## src/rtl/beam_pen_pkg.sv

```systemverilog
// Operation
// RL1: blink gate overrides line pattern when selected
// RL2: mode word bits 3,4 set/clear flash_enable
// RL3: beam on = flash phase AND line, if flashing
// RL4: flash phase 266 ms set, 266 ms clear
// RL5: four-stage divider of 60 Hz tick clocks phase
// RL6: brightness loads bits 7-9 when bit 10 set
// RL7: brightness selects one of seven levels; the code has a 3-bit level, eight values 0-7
// RL8: pen hit without status enable forces brightness high
// RL9: mode-enabled pen hit raises pen interrupt flag
// RL10: one pen flag per element, lockout until done
// RL11: pending hit only when enabled, not edge column
// RL12: flag at vector step trailing edge or done
// RL13: point done pulse 100 ns forms operation done
// RL14: flag sets lockout and post flag
// RL15: flag raises interrupt request to host
// RL16: post flag loads converters, stops vector steps
// RL17: resume continues vector, start reloads program counter
// RL18: pen interrupt drives vector 324 octal on bus
// RL19: slave sync with interrupt state clears flags
// RL20: line type selects solid, long, short, dot-dash
// RL21: line counter preset fifteen, decremented by half-clock
// RL22: initialization clears all pen interrupt state
package beam_pen_pkg;
	localparam int unsigned clk_hz = 10_000_000;
	localparam int unsigned point_done_ns = 100;
	localparam int unsigned point_done_cycles =
		(point_done_ns * (clk_hz / 1_000_000) + 999) / 1000 < 1 ? 1 :
		(point_done_ns * (clk_hz / 1_000_000) + 999) / 1000;
	localparam int unsigned flash_half_ms = 266;
	localparam int unsigned div_stages = 4;
	localparam logic [3:0] line_preset = 4'hf;
	localparam logic [15:0] pen_vector = 16'h00d4;
	localparam logic [15:0] stop_vector_dflt = 16'h0140;
	localparam int unsigned blink_a_bit = 3;
	localparam int unsigned blink_b_bit = 4;
	localparam int unsigned bright_lo_bit = 7;
	localparam int unsigned bright_en_bit = 10;
	localparam logic [31:0] reg_ctrl = 32'h0000_0000;
	localparam logic [31:0] reg_status = 32'h0000_0004;
	localparam logic [31:0] reg_vector = 32'h0000_0008;
	localparam logic [31:0] reg_cmd = 32'h0000_000c;
	localparam logic [2:0] bright_rst = 3'h0;
	typedef enum logic [1:0] {
		line_solid = 2'b00,
		line_long = 2'b01,
		line_short = 2'b10,
		line_dotdash = 2'b11
	} line_type_t;
	typedef enum logic [2:0] {
		elem_vector = 3'b000,
		elem_point = 3'b001,
		elem_relpoint = 3'b010,
		elem_char = 3'b011,
		elem_other = 3'b100
	} elem_kind_t;
	typedef struct packed {
		logic [2:0] brightness_level;
		logic beam_on_level;
		logic interrupt_request;
		logic pen_hit_post;
		logic step_hold;
	} display_out_t;
endpackage : beam_pen_pkg

```

## src/rtl/beam_pen_irq.sv

```systemverilog
// The implementer's own choices: the register addresses and the APB interface to the registers.
`timescale 1ns/10ps
module beam_pen_irq #(
	parameter int unsigned flash_half_ms = 266
) (
	input wire logic pclk,
	input wire logic presetn,
	input wire logic [31:0] paddr,
	input wire logic psel,
	input wire logic penable,
	input wire logic pwrite,
	input wire logic [31:0] pwdata,
	output logic [31:0] prdata,
	output logic pready,
	output logic pslverr,
	input wire logic mode_load_pulse,
	input wire logic [10:0] mode_word,
	input wire logic [2:0] elem_kind,
	input wire logic vector_start,
	input wire logic down_count_clk,
	input wire logic vector_intensify,
	input wire logic mains_tick,
	input wire logic pen_pulse_n,
	input wire logic char_edge_column,
	input wire logic pen_irq_enable_status_a,
	input wire logic vector_step_clock,
	input wire logic post_point_intensity,
	input wire logic char_done,
	input wire logic start_cmd_n,
	input wire logic slave_sync,
	input wire logic interrupt_grant,
	output logic [15:0] bus_vector,
	output logic bus_vector_oe,
	output logic load_converters,
	output logic operation_done_n,
	output beam_pen_pkg::display_out_t disp
);
	// async pins pass two flops
	logic [1:0] pen_s_ff, tick_s_ff, step_s_ff, ssync_s_ff, grant_s_ff;
	logic pen_d_ff, tick_d_ff, step_d_ff;
	always_ff @(posedge pclk or negedge presetn) begin
		if (!presetn) begin
			pen_s_ff <= 2'b11;
			tick_s_ff <= 2'b00;
			step_s_ff <= 2'b00;
			ssync_s_ff <= 2'b00;
			grant_s_ff <= 2'b00;
			pen_d_ff <= 1'b1;
			tick_d_ff <= 1'b0;
			step_d_ff <= 1'b0;
		end else begin
			pen_s_ff <= {pen_s_ff[0], pen_pulse_n};
			tick_s_ff <= {tick_s_ff[0], mains_tick};
			step_s_ff <= {step_s_ff[0], vector_step_clock};
			ssync_s_ff <= {ssync_s_ff[0], slave_sync};
			grant_s_ff <= {grant_s_ff[0], interrupt_grant};
			pen_d_ff <= pen_s_ff[1];
			tick_d_ff <= tick_s_ff[1];
			step_d_ff <= step_s_ff[1];
		end
	end
	wire pen_edge = pen_d_ff & ~pen_s_ff[1];
	wire tick_edge = tick_s_ff[1] & ~tick_d_ff;
	wire step_fall = step_d_ff & ~step_s_ff[1];

	// mode word fields
	logic flash_enable_ff, pen_irq_enable_gm_ff;
	logic [1:0] line_type_ff;
	logic [2:0] brightness_ff;
	logic [3:0] div_ff;
	logic flash_phase_ff;
	logic [3:0] line_cnt_ff;
	logic half_ff;
	wire blink_set = mode_word[beam_pen_pkg::blink_a_bit];
	wire blink_clr = mode_word[beam_pen_pkg::blink_b_bit];
	wire bright_en = mode_word[beam_pen_pkg::bright_en_bit];
	always_ff @(posedge pclk or negedge presetn) begin
		if (!presetn) begin
			flash_enable_ff <= 1'b0;
			pen_irq_enable_gm_ff <= 1'b0;
			line_type_ff <= 2'b00;
			brightness_ff <= beam_pen_pkg::bright_rst;
		end else if (mode_load_pulse) begin
			if (blink_set)
				flash_enable_ff <= 1'b1; // RL2
			else if (blink_clr)
				flash_enable_ff <= 1'b0; // RL2
			if (mode_word[5])
				pen_irq_enable_gm_ff <= mode_word[6];
			if (mode_word[2])
				line_type_ff <= mode_word[1:0];
			if (bright_en)
				brightness_ff <= mode_word[9:beam_pen_pkg::bright_lo_bit]; // RL6
		end
	end

	// mains tick divider; only top stage drives the phase
	wire div_carry = tick_edge & (div_ff == 4'hf);
	always_ff @(posedge pclk or negedge presetn) begin
		if (!presetn) begin
			div_ff <= 4'h0;
			flash_phase_ff <= 1'b0;
		end else begin
			if (tick_edge)
				div_ff <= div_ff + 4'h1; // RL5
			// 3.75 Hz rising edge per 16 ticks toggles: ~266 ms each half
			if (div_carry)
				flash_phase_ff <= ~flash_phase_ff; // RL4
		end
	end

	// line counter, preset at vector start, half-rate down clock
	always_ff @(posedge pclk or negedge presetn) begin
		if (!presetn) begin
			line_cnt_ff <= beam_pen_pkg::line_preset;
			half_ff <= 1'b0;
		end else if (vector_start) begin
			line_cnt_ff <= beam_pen_pkg::line_preset; // RL21
			half_ff <= 1'b0;
		end else if (down_count_clk) begin
			half_ff <= ~half_ff;
			if (half_ff)
				line_cnt_ff <= line_cnt_ff - 4'h1; // RL21
		end
	end
	logic line_out;
	always_comb begin
		unique case (line_type_ff) // RL20
		2'b00: line_out = 1'b1;
		2'b01: line_out = line_cnt_ff[3];
		2'b10: line_out = line_cnt_ff[2];
		2'b11: line_out = (line_cnt_ff[1] & line_cnt_ff[0] & ~line_cnt_ff[2]) | ~line_cnt_ff[3];
		endcase
	end
	wire pattern = vector_intensify & line_out;
	// blink gate wins over the pattern while enabled
	wire beam_on = flash_enable_ff ? (flash_phase_ff & pattern) : pattern; // RL1 RL3

	// point done pulse
	localparam int unsigned pd_w = $clog2(beam_pen_pkg::point_done_cycles + 1);
	logic [pd_w-1:0] pd_cnt_ff;
	always_ff @(posedge pclk or negedge presetn) begin
		if (!presetn)
			pd_cnt_ff <= '0;
		else if (post_point_intensity)
			pd_cnt_ff <= pd_w'(beam_pen_pkg::point_done_cycles); // RL13
		else if (pd_cnt_ff != '0)
			pd_cnt_ff <= pd_cnt_ff - pd_w'(1);
	end
	wire point_done = (pd_cnt_ff != '0);
	wire op_done = point_done | char_done; // RL13

	// pen logic
	logic pen_hit_pending_ff, pen_hit_flag_ff, pen_hit_post_ff, lockout_ff, irq_ff;
	logic vector_oe_ff, ackdone_ff;
	wire is_vec = (elem_kind == beam_pen_pkg::elem_vector);
	wire is_pt = (elem_kind == beam_pen_pkg::elem_point) |
		(elem_kind == beam_pen_pkg::elem_relpoint) |
		(elem_kind == beam_pen_pkg::elem_char);
	wire pen_arm = pen_irq_enable_gm_ff & ~char_edge_column & ~lockout_ff; // RL11 RL10
	wire flag_set = pen_hit_pending_ff & ((is_vec & step_fall) | (is_pt & op_done)); // RL12
	wire ack = ssync_s_ff[1] & irq_ff & vector_oe_ff; // RL19
	wire clear_flags_n = ~ack;
	logic cmd_resume_ff;
	logic [31:0] stop_vec_ff;
	always_ff @(posedge pclk or negedge presetn) begin
		if (!presetn) begin
			pen_hit_pending_ff <= 1'b0; // RL22
			pen_hit_flag_ff <= 1'b0;
			pen_hit_post_ff <= 1'b0;
			lockout_ff <= 1'b0;
			irq_ff <= 1'b0;
			vector_oe_ff <= 1'b0;
			ackdone_ff <= 1'b0;
		end else if (!start_cmd_n) begin
			pen_hit_pending_ff <= 1'b0; // RL17 RL22
			pen_hit_flag_ff <= 1'b0;
			pen_hit_post_ff <= 1'b0;
			lockout_ff <= 1'b0;
			irq_ff <= 1'b0;
			vector_oe_ff <= 1'b0;
			ackdone_ff <= 1'b0;
		end else begin
			ackdone_ff <= ack;
			if (pen_edge & vector_intensify & pen_arm)
				pen_hit_pending_ff <= 1'b1; // RL9 RL11
			else if (flag_set)
				pen_hit_pending_ff <= 1'b0;
			if (flag_set) begin
				pen_hit_flag_ff <= 1'b1; // RL10
				lockout_ff <= 1'b1; // RL14
				pen_hit_post_ff <= 1'b1; // RL14
				irq_ff <= 1'b1; // RL15
			end else if (!clear_flags_n) begin
				pen_hit_flag_ff <= 1'b0; // RL19
				lockout_ff <= 1'b0;
				irq_ff <= 1'b0;
			end
			// a new hit outranks a resume landing in the same cycle
			if (cmd_resume_ff & ~flag_set)
				pen_hit_post_ff <= 1'b0; // RL17
			if (irq_ff & grant_s_ff[1] & ~ack)
				vector_oe_ff <= 1'b1; // RL18
			else if (ack | ~irq_ff)
				vector_oe_ff <= 1'b0;
		end
	end

	// apb slave: zero wait, unmapped reads zero with error
	wire acc = psel & penable;
	wire hit_ctrl = (paddr == beam_pen_pkg::reg_ctrl);
	wire hit_stat = (paddr == beam_pen_pkg::reg_status);
	wire hit_vec = (paddr == beam_pen_pkg::reg_vector);
	wire hit_cmd = (paddr == beam_pen_pkg::reg_cmd);
	wire mapped = hit_ctrl | hit_stat | hit_vec | hit_cmd;
	wire [31:0] stat_word = {17'h0, ackdone_ff, irq_ff, pen_hit_post_ff, lockout_ff,
		pen_hit_flag_ff, pen_hit_pending_ff, flash_phase_ff, flash_enable_ff,
		pen_irq_enable_gm_ff, line_type_ff, brightness_ff, line_cnt_ff[3]};
	wire [31:0] rd_mux = hit_ctrl ? {29'h0, brightness_ff} :
		hit_stat ? stat_word :
		hit_vec ? stop_vec_ff : 32'h0;
	always_ff @(posedge pclk or negedge presetn) begin
		if (!presetn) begin
			prdata <= 32'h0;
			stop_vec_ff <= {16'h0, beam_pen_pkg::stop_vector_dflt};
			cmd_resume_ff <= 1'b0;
		end else begin
			cmd_resume_ff <= acc & pwrite & hit_cmd & pwdata[0]; // RL17
			if (psel & ~penable & ~pwrite)
				prdata <= rd_mux;
			if (acc & pwrite & hit_vec)
				stop_vec_ff <= {16'h0, pwdata[15:0]};
		end
	end
	assign pready = 1'b1;
	assign pslverr = acc & ~mapped;

	// outputs
	always_ff @(posedge pclk or negedge presetn) begin
		if (!presetn) begin
			disp <= '0;
			bus_vector <= 16'h0;
		end else begin
			// pen hit lights all three grid lines unless status enable set
			disp.brightness_level <= (pen_edge & ~pen_irq_enable_status_a) ?
				3'h7 : brightness_ff; // RL7 RL8
			disp.beam_on_level <= beam_on; // RL3
			disp.interrupt_request <= irq_ff; // RL15
			disp.pen_hit_post <= pen_hit_post_ff;
			disp.step_hold <= pen_hit_post_ff & is_vec; // RL16
			bus_vector <= irq_ff ? beam_pen_pkg::pen_vector : stop_vec_ff[15:0]; // RL18
		end
	end
	assign bus_vector_oe = vector_oe_ff;
	assign load_converters = pen_hit_post_ff; // RL16
	assign operation_done_n = ~op_done; // RL13
endmodule : beam_pen_irq

```

## config.mk

```make
export PLATFORM = sky130hd
export DESIGN_NAME = beam_pen_irq
export DESIGN_NICKNAME = d
export VERILOG_FILES = /design/src/rtl/beam_pen_pkg.sv /design/src/rtl/beam_pen_irq.sv
export SDC_FILE = /design/constraint.sdc
export NUM_CORES = 1
export LEC_CHECK = 0
export ABC_CLOCK_PERIOD_IN_PS = 2250
export BUFFER_PORTS_ARGS = -buffer_cell sky130_fd_sc_hd__buf_2
export CORE_MARGIN = 2
export CORE_UTILIZATION = 40
export DETAILED_ROUTE_END_ITERATION = 8
export GPL_ROUTABILITY_DRIVEN = 0
export GPL_TIMING_DRIVEN = 0
export PLACE_DENSITY = 0.69
export SYNTH_ARGS = -nofsm -noshare
export SYNTH_HDL_FRONTEND = slang
export SYNTH_SLANG_ARGS = --single-unit
```

## constraint.sdc

```tcl
create_clock -name pclk -period 2.25 [get_ports pclk]
set_input_delay 0.45 -clock pclk [delete_from_list [all_inputs] [get_ports pclk]]
set_output_delay 0.45 -clock pclk [all_outputs]
set_load 0.02 [all_outputs]
```

* Word level (Yosys, flattened, before mapping)
Cells that the tools add are included.
W data, S select, Z words.
** Word-level totals
- Bits in registers :: 108
- Output and inout port bits :: 60
- Input bits :: 97
- Word-level logic and storage cells :: 143
** Operators by class
- Bitwise operators :: 55
- Add/sub/neg operators :: 3
- Multiplexer cells :: 29
- Equality and inequality tests :: 14
- Reduce and logical (&&, ||, !) cells :: 11
** Operators by type and width (count)
- $eq A32 B4 Y1 const B :: 2
- $mux W16 :: 4
- $eq A32 B3 Y1 const B :: 1
- $logic_not A32 Y1 :: 1
- $and A1 B1 Y1 :: 30
- $mux W1 :: 20
- $not A1 Y1 :: 16
- $mux W4 :: 3
- $ne A3 B1 Y1 const B :: 4
- $reduce_and A2 Y1 :: 5
- $or A1 B1 Y1 :: 9
- $eq A3 B2 Y1 const B :: 2
- $reduce_bool A2 Y1 :: 3
- $add A4 B1 Y4 const B :: 1
- $eq A2 B2 Y1 const B :: 2
- $eq A4 B4 Y1 const B :: 1
- $pmux W1 S4 :: 1
- $sub A4 B1 Y4 const B :: 1
- $eq A3 B1 Y1 const B :: 1
- $logic_not A3 Y1 :: 1
- $mux W3 :: 1
- $eq A2 B1 Y1 const B :: 1
- $logic_not A2 Y1 :: 1
- $sub A1 B1 Y1 const B :: 1

* Longest topological paths before layout
Gate-level depths: netlist of run 1.
- Word-level depth :: 10
- Mapped depth :: 6
- Mapped depth without buffers :: 5

* Least setup slack after synthesis of run 1
OpenSTA, ideal clock, no wires.
- Path kind :: input port to output port
- From :: in paddr[4]
- To :: out pslverr
- Arrival time :: 1.723 ns
- Data required time :: 1.800 ns
- Stages on the path :: 5
- Buffers on the path :: 1
- Slack :: 0.077 ns
- Path through :: nor4_1 > nand4_1 > or2_2 > clkbuf_1 > and3_1
** Between the ends
- Word-level cells in the longest chain between the ends :: 6
- Elaborated cells between the ends (all ways) :: 9
- Those cells by class :: eq/ne (3); bitwise (5); reduce/logical (1)
** Ends and longest elaborated chain
- from (decl) :: RTL line beam_pen_irq.sv:8 : input wire logic [31:0] paddr,
- $eq A32 B3 Y1 / $logic_not A32 Y1 (equally long branches) :: RTL line beam_pen_irq.sv:212, beam_pen_irq.sv:211
- $or A1 B1 Y1 (2 in a row) :: RTL line beam_pen_irq.sv:215 : wire mapped = hit_ctrl | hit_stat | hit_vec | hit_cmd;
- $or A1 B1 Y1 (*) :: RTL line beam_pen_irq.sv:215
- $not A1 Y1 (*) :: RTL line beam_pen_irq.sv:236 : assign pslverr = acc & ~mapped;
- $and A1 B1 Y1 (*) :: RTL line beam_pen_irq.sv:236
- to (decl) :: RTL line beam_pen_irq.sv:15 : output logic pslverr,
Every way passes the cells marked *; elsewhere a longest branch is shown, timed or not.

* Worst setup path in the final report of run 1
- From :: in paddr[27]
- To :: out pslverr
The elaborated chain is that of the path after synthesis.

==> flow_summary.toml, run 1 <==
[sta]
fin_skew_ns = 0.006855
hold_viol = 0
slew_headroom_pct = 34.34
tightestPinTransition_ns = 0.9768
hold_ws_ns = 0.1945
post-route-min-period_ns = 2.139
setup_violations = 0
setup_tns_ns = 0
fin_crit_sh_pct = 95.05
slew_viol_final = 0
layout_setup_ws_ns = 0.1113
max_freq_mhz = 467.6

[critical_path]
critPathArrivalTime_ns = 1.69
max_stage_delay_ns = 0.31
worstSetupEndpointType = "output pin"
crit_type = "primary input to output pin"
crit_top_cell = "buf_2"
cp_data_required_time_ns = 1.80
path_cells = "buf_2 -> nor4_1 -> nand4_1 -> or2_4 -> and3_1 -> buf_2"
worst-path-buf-inv = 2
start_kind = "primary input"
crit_path_top_delay_cell = "nor4_1"
crit_family = "simple AND/OR/NAND/NOR gates"
worstPathMaxFanout = 8

[drt]
vias = 2610
wire_per_inst_um = 14.51
viasPerCell = 4.669
post-route-drc-count = 0
drtAntennaViolNets = 0
wirelength_mm = 8.112
drt_pre_antenna_iters = 4
drt_iter0_drc = 110

[synthesis]
ys.flop_type = "dfrtp_1"
syn_area_per_cell_um2 = 12.81
synth_cell_types = 38
syn_inst = 289
synthesis.area_um2 = 3701
yosysWarnings = 0
ys_seq_area_share_pct = 62.51
synth_edf_count = 0
ys_ff_latch = 92
async_reset_ff_share_pct = 100.0

[global_route]
grt-ovfl-total = 0
grt_max_degree = 68
grt_pass1_vias = 2553
grt_pass1_wl_mm = 12.69
antenna_found_initial = 0
grt_usage_pct = 16.45

[final_layout]
antenna_cells = 0
syn_to_final_growth_pct = 30.43
final_util_pct = 52.99
mostFrequentLayoutCell = "buf_2"
final_cell_mix = "buf_2 (121), dfrtp_1 (83), mux2_2 (23), buf_4 (23), nand2_1 (19)"
multiInputGateArea_um2 = 1287
fillCellCount = 843
num-nets-final = 543
drive_above_1_share_pct = 46.43
seq_area_um2 = 2313

[clocking]
cts_tree = "done"
cts_buffer_depth = 2
clkSinkCount = 92
htreeDepth = 3
clk_latency_ns = 0.35
clk_pin_slew_ns = 0.08
cts-root-buf = "clkbuf_8"
cts_made_buffers = 9

[floorplan]
die_area_um2 = 10040
core_area_um2 = 9109
start_util_pct = 40.63
dieHeight_um = 100.2
core.rowCount = 35
die_w_um = 100.2
ioPinCount = 157

[hold_path]
hold_class = "primary input to flop"

[power]
cellPowerDensity_nw_per_um2 = 706.7
power.leakage_nw = 2.541
p_total_mw = 3.412
peakVddDrop_v = 0.0003884

[run_status]
status = "complete, no violations"

[place]
hpwl_mm = 6.037
io_buffers = 122
place_ws_ns = -0.3446

[flow_run]
maxCapViolations = 0
-- metrics by stage --
step	instance area (um^2)	std cells
floorplan	3757	304
global placement	4507	537
detailed placement	4537	538
CTS	4787	556
global route	4827	559
finish	4827	559
-- flip-flops by register name, indices dropped and copies added, names as in the netlist, 2 cells and up --
register,cells
step_s_ff,2
prdata,16
pen_s_ff,2
stop_vec_ff,16
grant_s_ff,2
tick_s_ff,2
bus_vector,16
line_type_ff,2
brightness_ff,3
disp,7
line_cnt_ff,4
ssync_s_ff,2
div_ff,4
-- Yosys cell counts, types with 2 or more instances --
cell / count / area [um^2]
a21boi_0: 2 / 15.01
a21oi_1: 7 / 35.03
a221o_1: 9 / 90.09
a22o_1: 2 / 17.52
and2_0: 6 / 37.54
and2_1: 3 / 18.77
buf_4: 17 / 127.6
clkbuf_1: 6 / 22.52
conb_1: 2 / 7.510
dfrtp_1: 83 / 2077
dfstp_2: 9 / 236.5
ha_1: 3 / 37.54
inv_1: 5 / 18.77
mux2_2: 23 / 259.0
mux2i_1: 4 / 40.04
nand2_1: 19 / 71.32
nand2b_1: 9 / 56.30
nand3_1: 3 / 15.01
nand4_1: 4 / 25.02
nor2_1: 13 / 48.80
nor2b_1: 15 / 93.84
nor4_1: 9 / 56.30
nor4_2: 2 / 25.02
o21ai_0: 2 / 10.01
o31ai_1: 6 / 45.04
or2_2: 8 / 50.05
xnor2_1: 6 / 52.55
xor2_1: 2 / 17.52
-- area by class of cell --
cell class	count	share of cell area, %
Inverter	5	0.3888
Clock inverter	7	2.048
Clock buffer	9	2.566
Timing Repair Buffer	129	14.26
Tap cell	111	2.877
Multi-Input combinational cell	183	26.67
Buffer	23	3.266
Sequential cell	92	47.93
-- kinds of logic after synthesis --
logic type | share of synthesized area, %
buffers and inverters | 4.868
other | 0.2029
xor gates and xnor gates | 1.893
and+or+nand+nor | 14.84
muxes | 8.080
AOI/OAI and AO/OA | 6.592
adders and majority gates | 1.014
DFF | 62.51
-- worst paths after layout --
check | startpoint | to | slack [ns] | cells after the start
max | paddr[27] | pslverr | 0.11 | 6
min | pen_pulse_n | pen_s_ff[0] | 0.19 | 1
max reg2reg | step_s_ff[1] | pen_hit_pending_ff | 0.67 | 4
min reg2reg | ssync_s_ff[0] | ssync_s_ff[1] | 0.35 | 0
max in group asynchronous | presetn | pen_d_ff | 1.01 | 3
min in group asynchronous | presetn | disp[1] | 0.55 | 2
-- repair_timing --
action / 4_1_cts / 5_1_grt
endpoints found under the hold margin: 2 / 0
setup endpoints to repair: 1 / 21
gates resized for setup: 1 / 3
pin swaps: 2 / 1
buffers inserted: 2 / 3
hold buffers: 1 / 0
-- per-layer routing --
| metal | track usage [%] | up-vias | part of all wire, % |
|---|---|---|---|
| met2 | 26.33 | 77 | 48 |
| met1 | 22.23 | 1252 | 45 |
| met3 | 4.526 | 8 | 5.4 |
| met4 | 4.426 | 0 | 1.0 |
| li1 | - | 1273 | - |
| met5 | 0 | - | 0 |
-- power breakdown --
group          total (mW)  switching, mW  internal (mW)
combinational       0.361          0.185          0.176
sequential           1.82         0.0724           1.75
clock                1.23          0.595          0.634
-- worst reg2reg max path, stage by stage, from the launching register on --
cell and delay (ns):
dfrtp_1 0.39, or4b_2 0.61, a21oi_1 0.23, nor2b_1 0.07
o21a_1 0.17
(Power assumes the default switching activity.)
==> run 2, diff against run 1 <==
- CORE_MARGIN: 2 -> 1
==> flow_summary.toml, run 2 (synthesis results as in run 1) <==
[critical_path]
worstPathMaxFanout = 9
r2r_slack_ns = 0.69
cp_data_required_time_ns = 2.53
reg2regPathDepth = 4
worstSetupEndpointType = "flop"
critPathArrivalTime_ns = 2.43
crit_type = "primary input to flop"
start_kind = "primary input"

[sta]
max_freq_mhz = 463.2
fin_crit_sh_pct = 95.95
fin_skew_ns = 0.01109
setup_violations = 0
slew_viol_final = 0
rsz0062_at_grt = "false"
layout_setup_ws_ns = 0.09117
post-route-min-period_ns = 2.159
tightestPinTransition_ns = 1.056
hold_viol = 0
slew_headroom_pct = 29.02

[final_layout]
num-nets-final = 542
drive_above_1_share_pct = 45.41
mostFrequentLayoutCell = "buf_2"
antenna_cells = 0
fin_cells = 555
syn_to_final_growth_pct = 29.99
finalInstanceArea_um2 = 4811
final_util_pct = 54.37
final_cell_mix = "buf_2 (121), dfrtp_1 (83), mux2_2 (23), buf_4 (23), nand2_1 (19)"
top_regs = "bus_vector: 16 flops, prdata: 16 flops, stop_vec_ff: 16 flops"

[drt]
post-route-drc-count = 8
viasPerCell = 4.760
drtAntennaViolNets = 0
wire_per_inst_um = 14.13
drt_pre_antenna_iters = 6
wirelength_mm = 7.842
vias = 2642
drt_iter0_drc = 65

[power]
cellPowerDensity_nw_per_um2 = 718.9
p_total_mw = 3.459
peakVddDrop_v = 0.0006015
power.leakage_nw = 2.536

[floorplan]
core.rowCount = 34
core_area_um2 = 8848
dieHeight_um = 98.19
die_w_um = 98.19
start_util_pct = 41.83
ioPinCount = 157
die_area_um2 = 9641

[place]
hpwl_mm = 5.881
io_buffers = 122
place_inst = 535
place_ws_ns = -0.3718
dpl_cell_area_um2 = 4533

[clocking]
cts-root-buf = "clkbuf_8"
cts_buffer_depth = 2
cts_made_buffers = 9
cts_tree = "done"
clk_pin_slew_ns = 0.08
clkSinkCount = 92
cts_hold_buf = 0
clk_latency_ns = 0.35
htreeDepth = 3

[run_status]
violations = "DRC"
status = "finished, violations left"

[global_route]
grt_pass1_wl_mm = 12.84
grt_max_degree = 51
grt-ovfl-total = 0
grt_usage_pct = 17.22
antenna_found_initial = 0
grt_pass1_vias = 2612

[flow_run]
maxCapViolations = 0

[hold_path]
hold_class = "primary input to asynchronous set/reset pin"
run 2: cell count changes in the layout (fill, tap and decap cells not counted), sizes merged:
cell         delta
clkbuf          +3
bufinv          +1
dlygate4sd3     -1
clkinv          -2
inv             -2
run 2: metal layers:
metal,vias to the layer above,routed length [um],GRT usage (%)
met5,-,0,0
met3,9,411,4.653
met4,0,75,4.133
met2,75,3866,28.44
li1,1277,-,-
met1,1281,3489,22.68
run 2: area by class of cell:
class,count,area (um^2)
buffer,23,157.7
clock buffer,12,135.1
clock inverter,4,97.59
fill,788,4038
inverter,5,18.77
multi-input combinational,183,1275
sequential,92,2313
tap,108,135.1
timing repair buffer,128,678.2
run 2: worst max-delay path, stage by stage:
cell     delay (ns)
buf_2          0.10
nor4_1         0.30
nand4_1        0.17
buf_4          0.20
nor4_2         0.91
a221o_1        0.30
run 2: report_power, final:
part / internal, mW / switching (mW)
logic: 0.174 / 0.178
clock network: 0.740 / 0.547
registers: 1.75 / 0.0695
run 2: repair_timing:
action                     4_1_cts  5_1_grt
gates resized for setup          0        2
setup buffers                    2        3
setup endpoints to repair        2       19
pin swaps                        2        1
run 2: per-stage QoR:
| step | TNS (ns) | hold slack (ns) |
|---|---|---|
| finish | 0 | 0.08196 |
| detailed placement | -8.031 | 0.3373 |
| floorplan | 0 | 0.1544 |
| global placement | -15.87 | 0.3341 |
| CTS | 0 | 0.09670 |
| global route | 0 | 0.1178 |
run 2: path summary, 6_finish.rpt:
kind | start | to
min reg2reg | step_s_ff[0] | step_s_ff[1]
min in group pclk | slave_sync | ssync_s_ff[0]
max reg2reg | step_s_ff[1] | pen_hit_pending_ff
max in group asynchronous | presetn | line_cnt_ff[1]
min | presetn | disp[1]
max | paddr[8] | prdata[3]
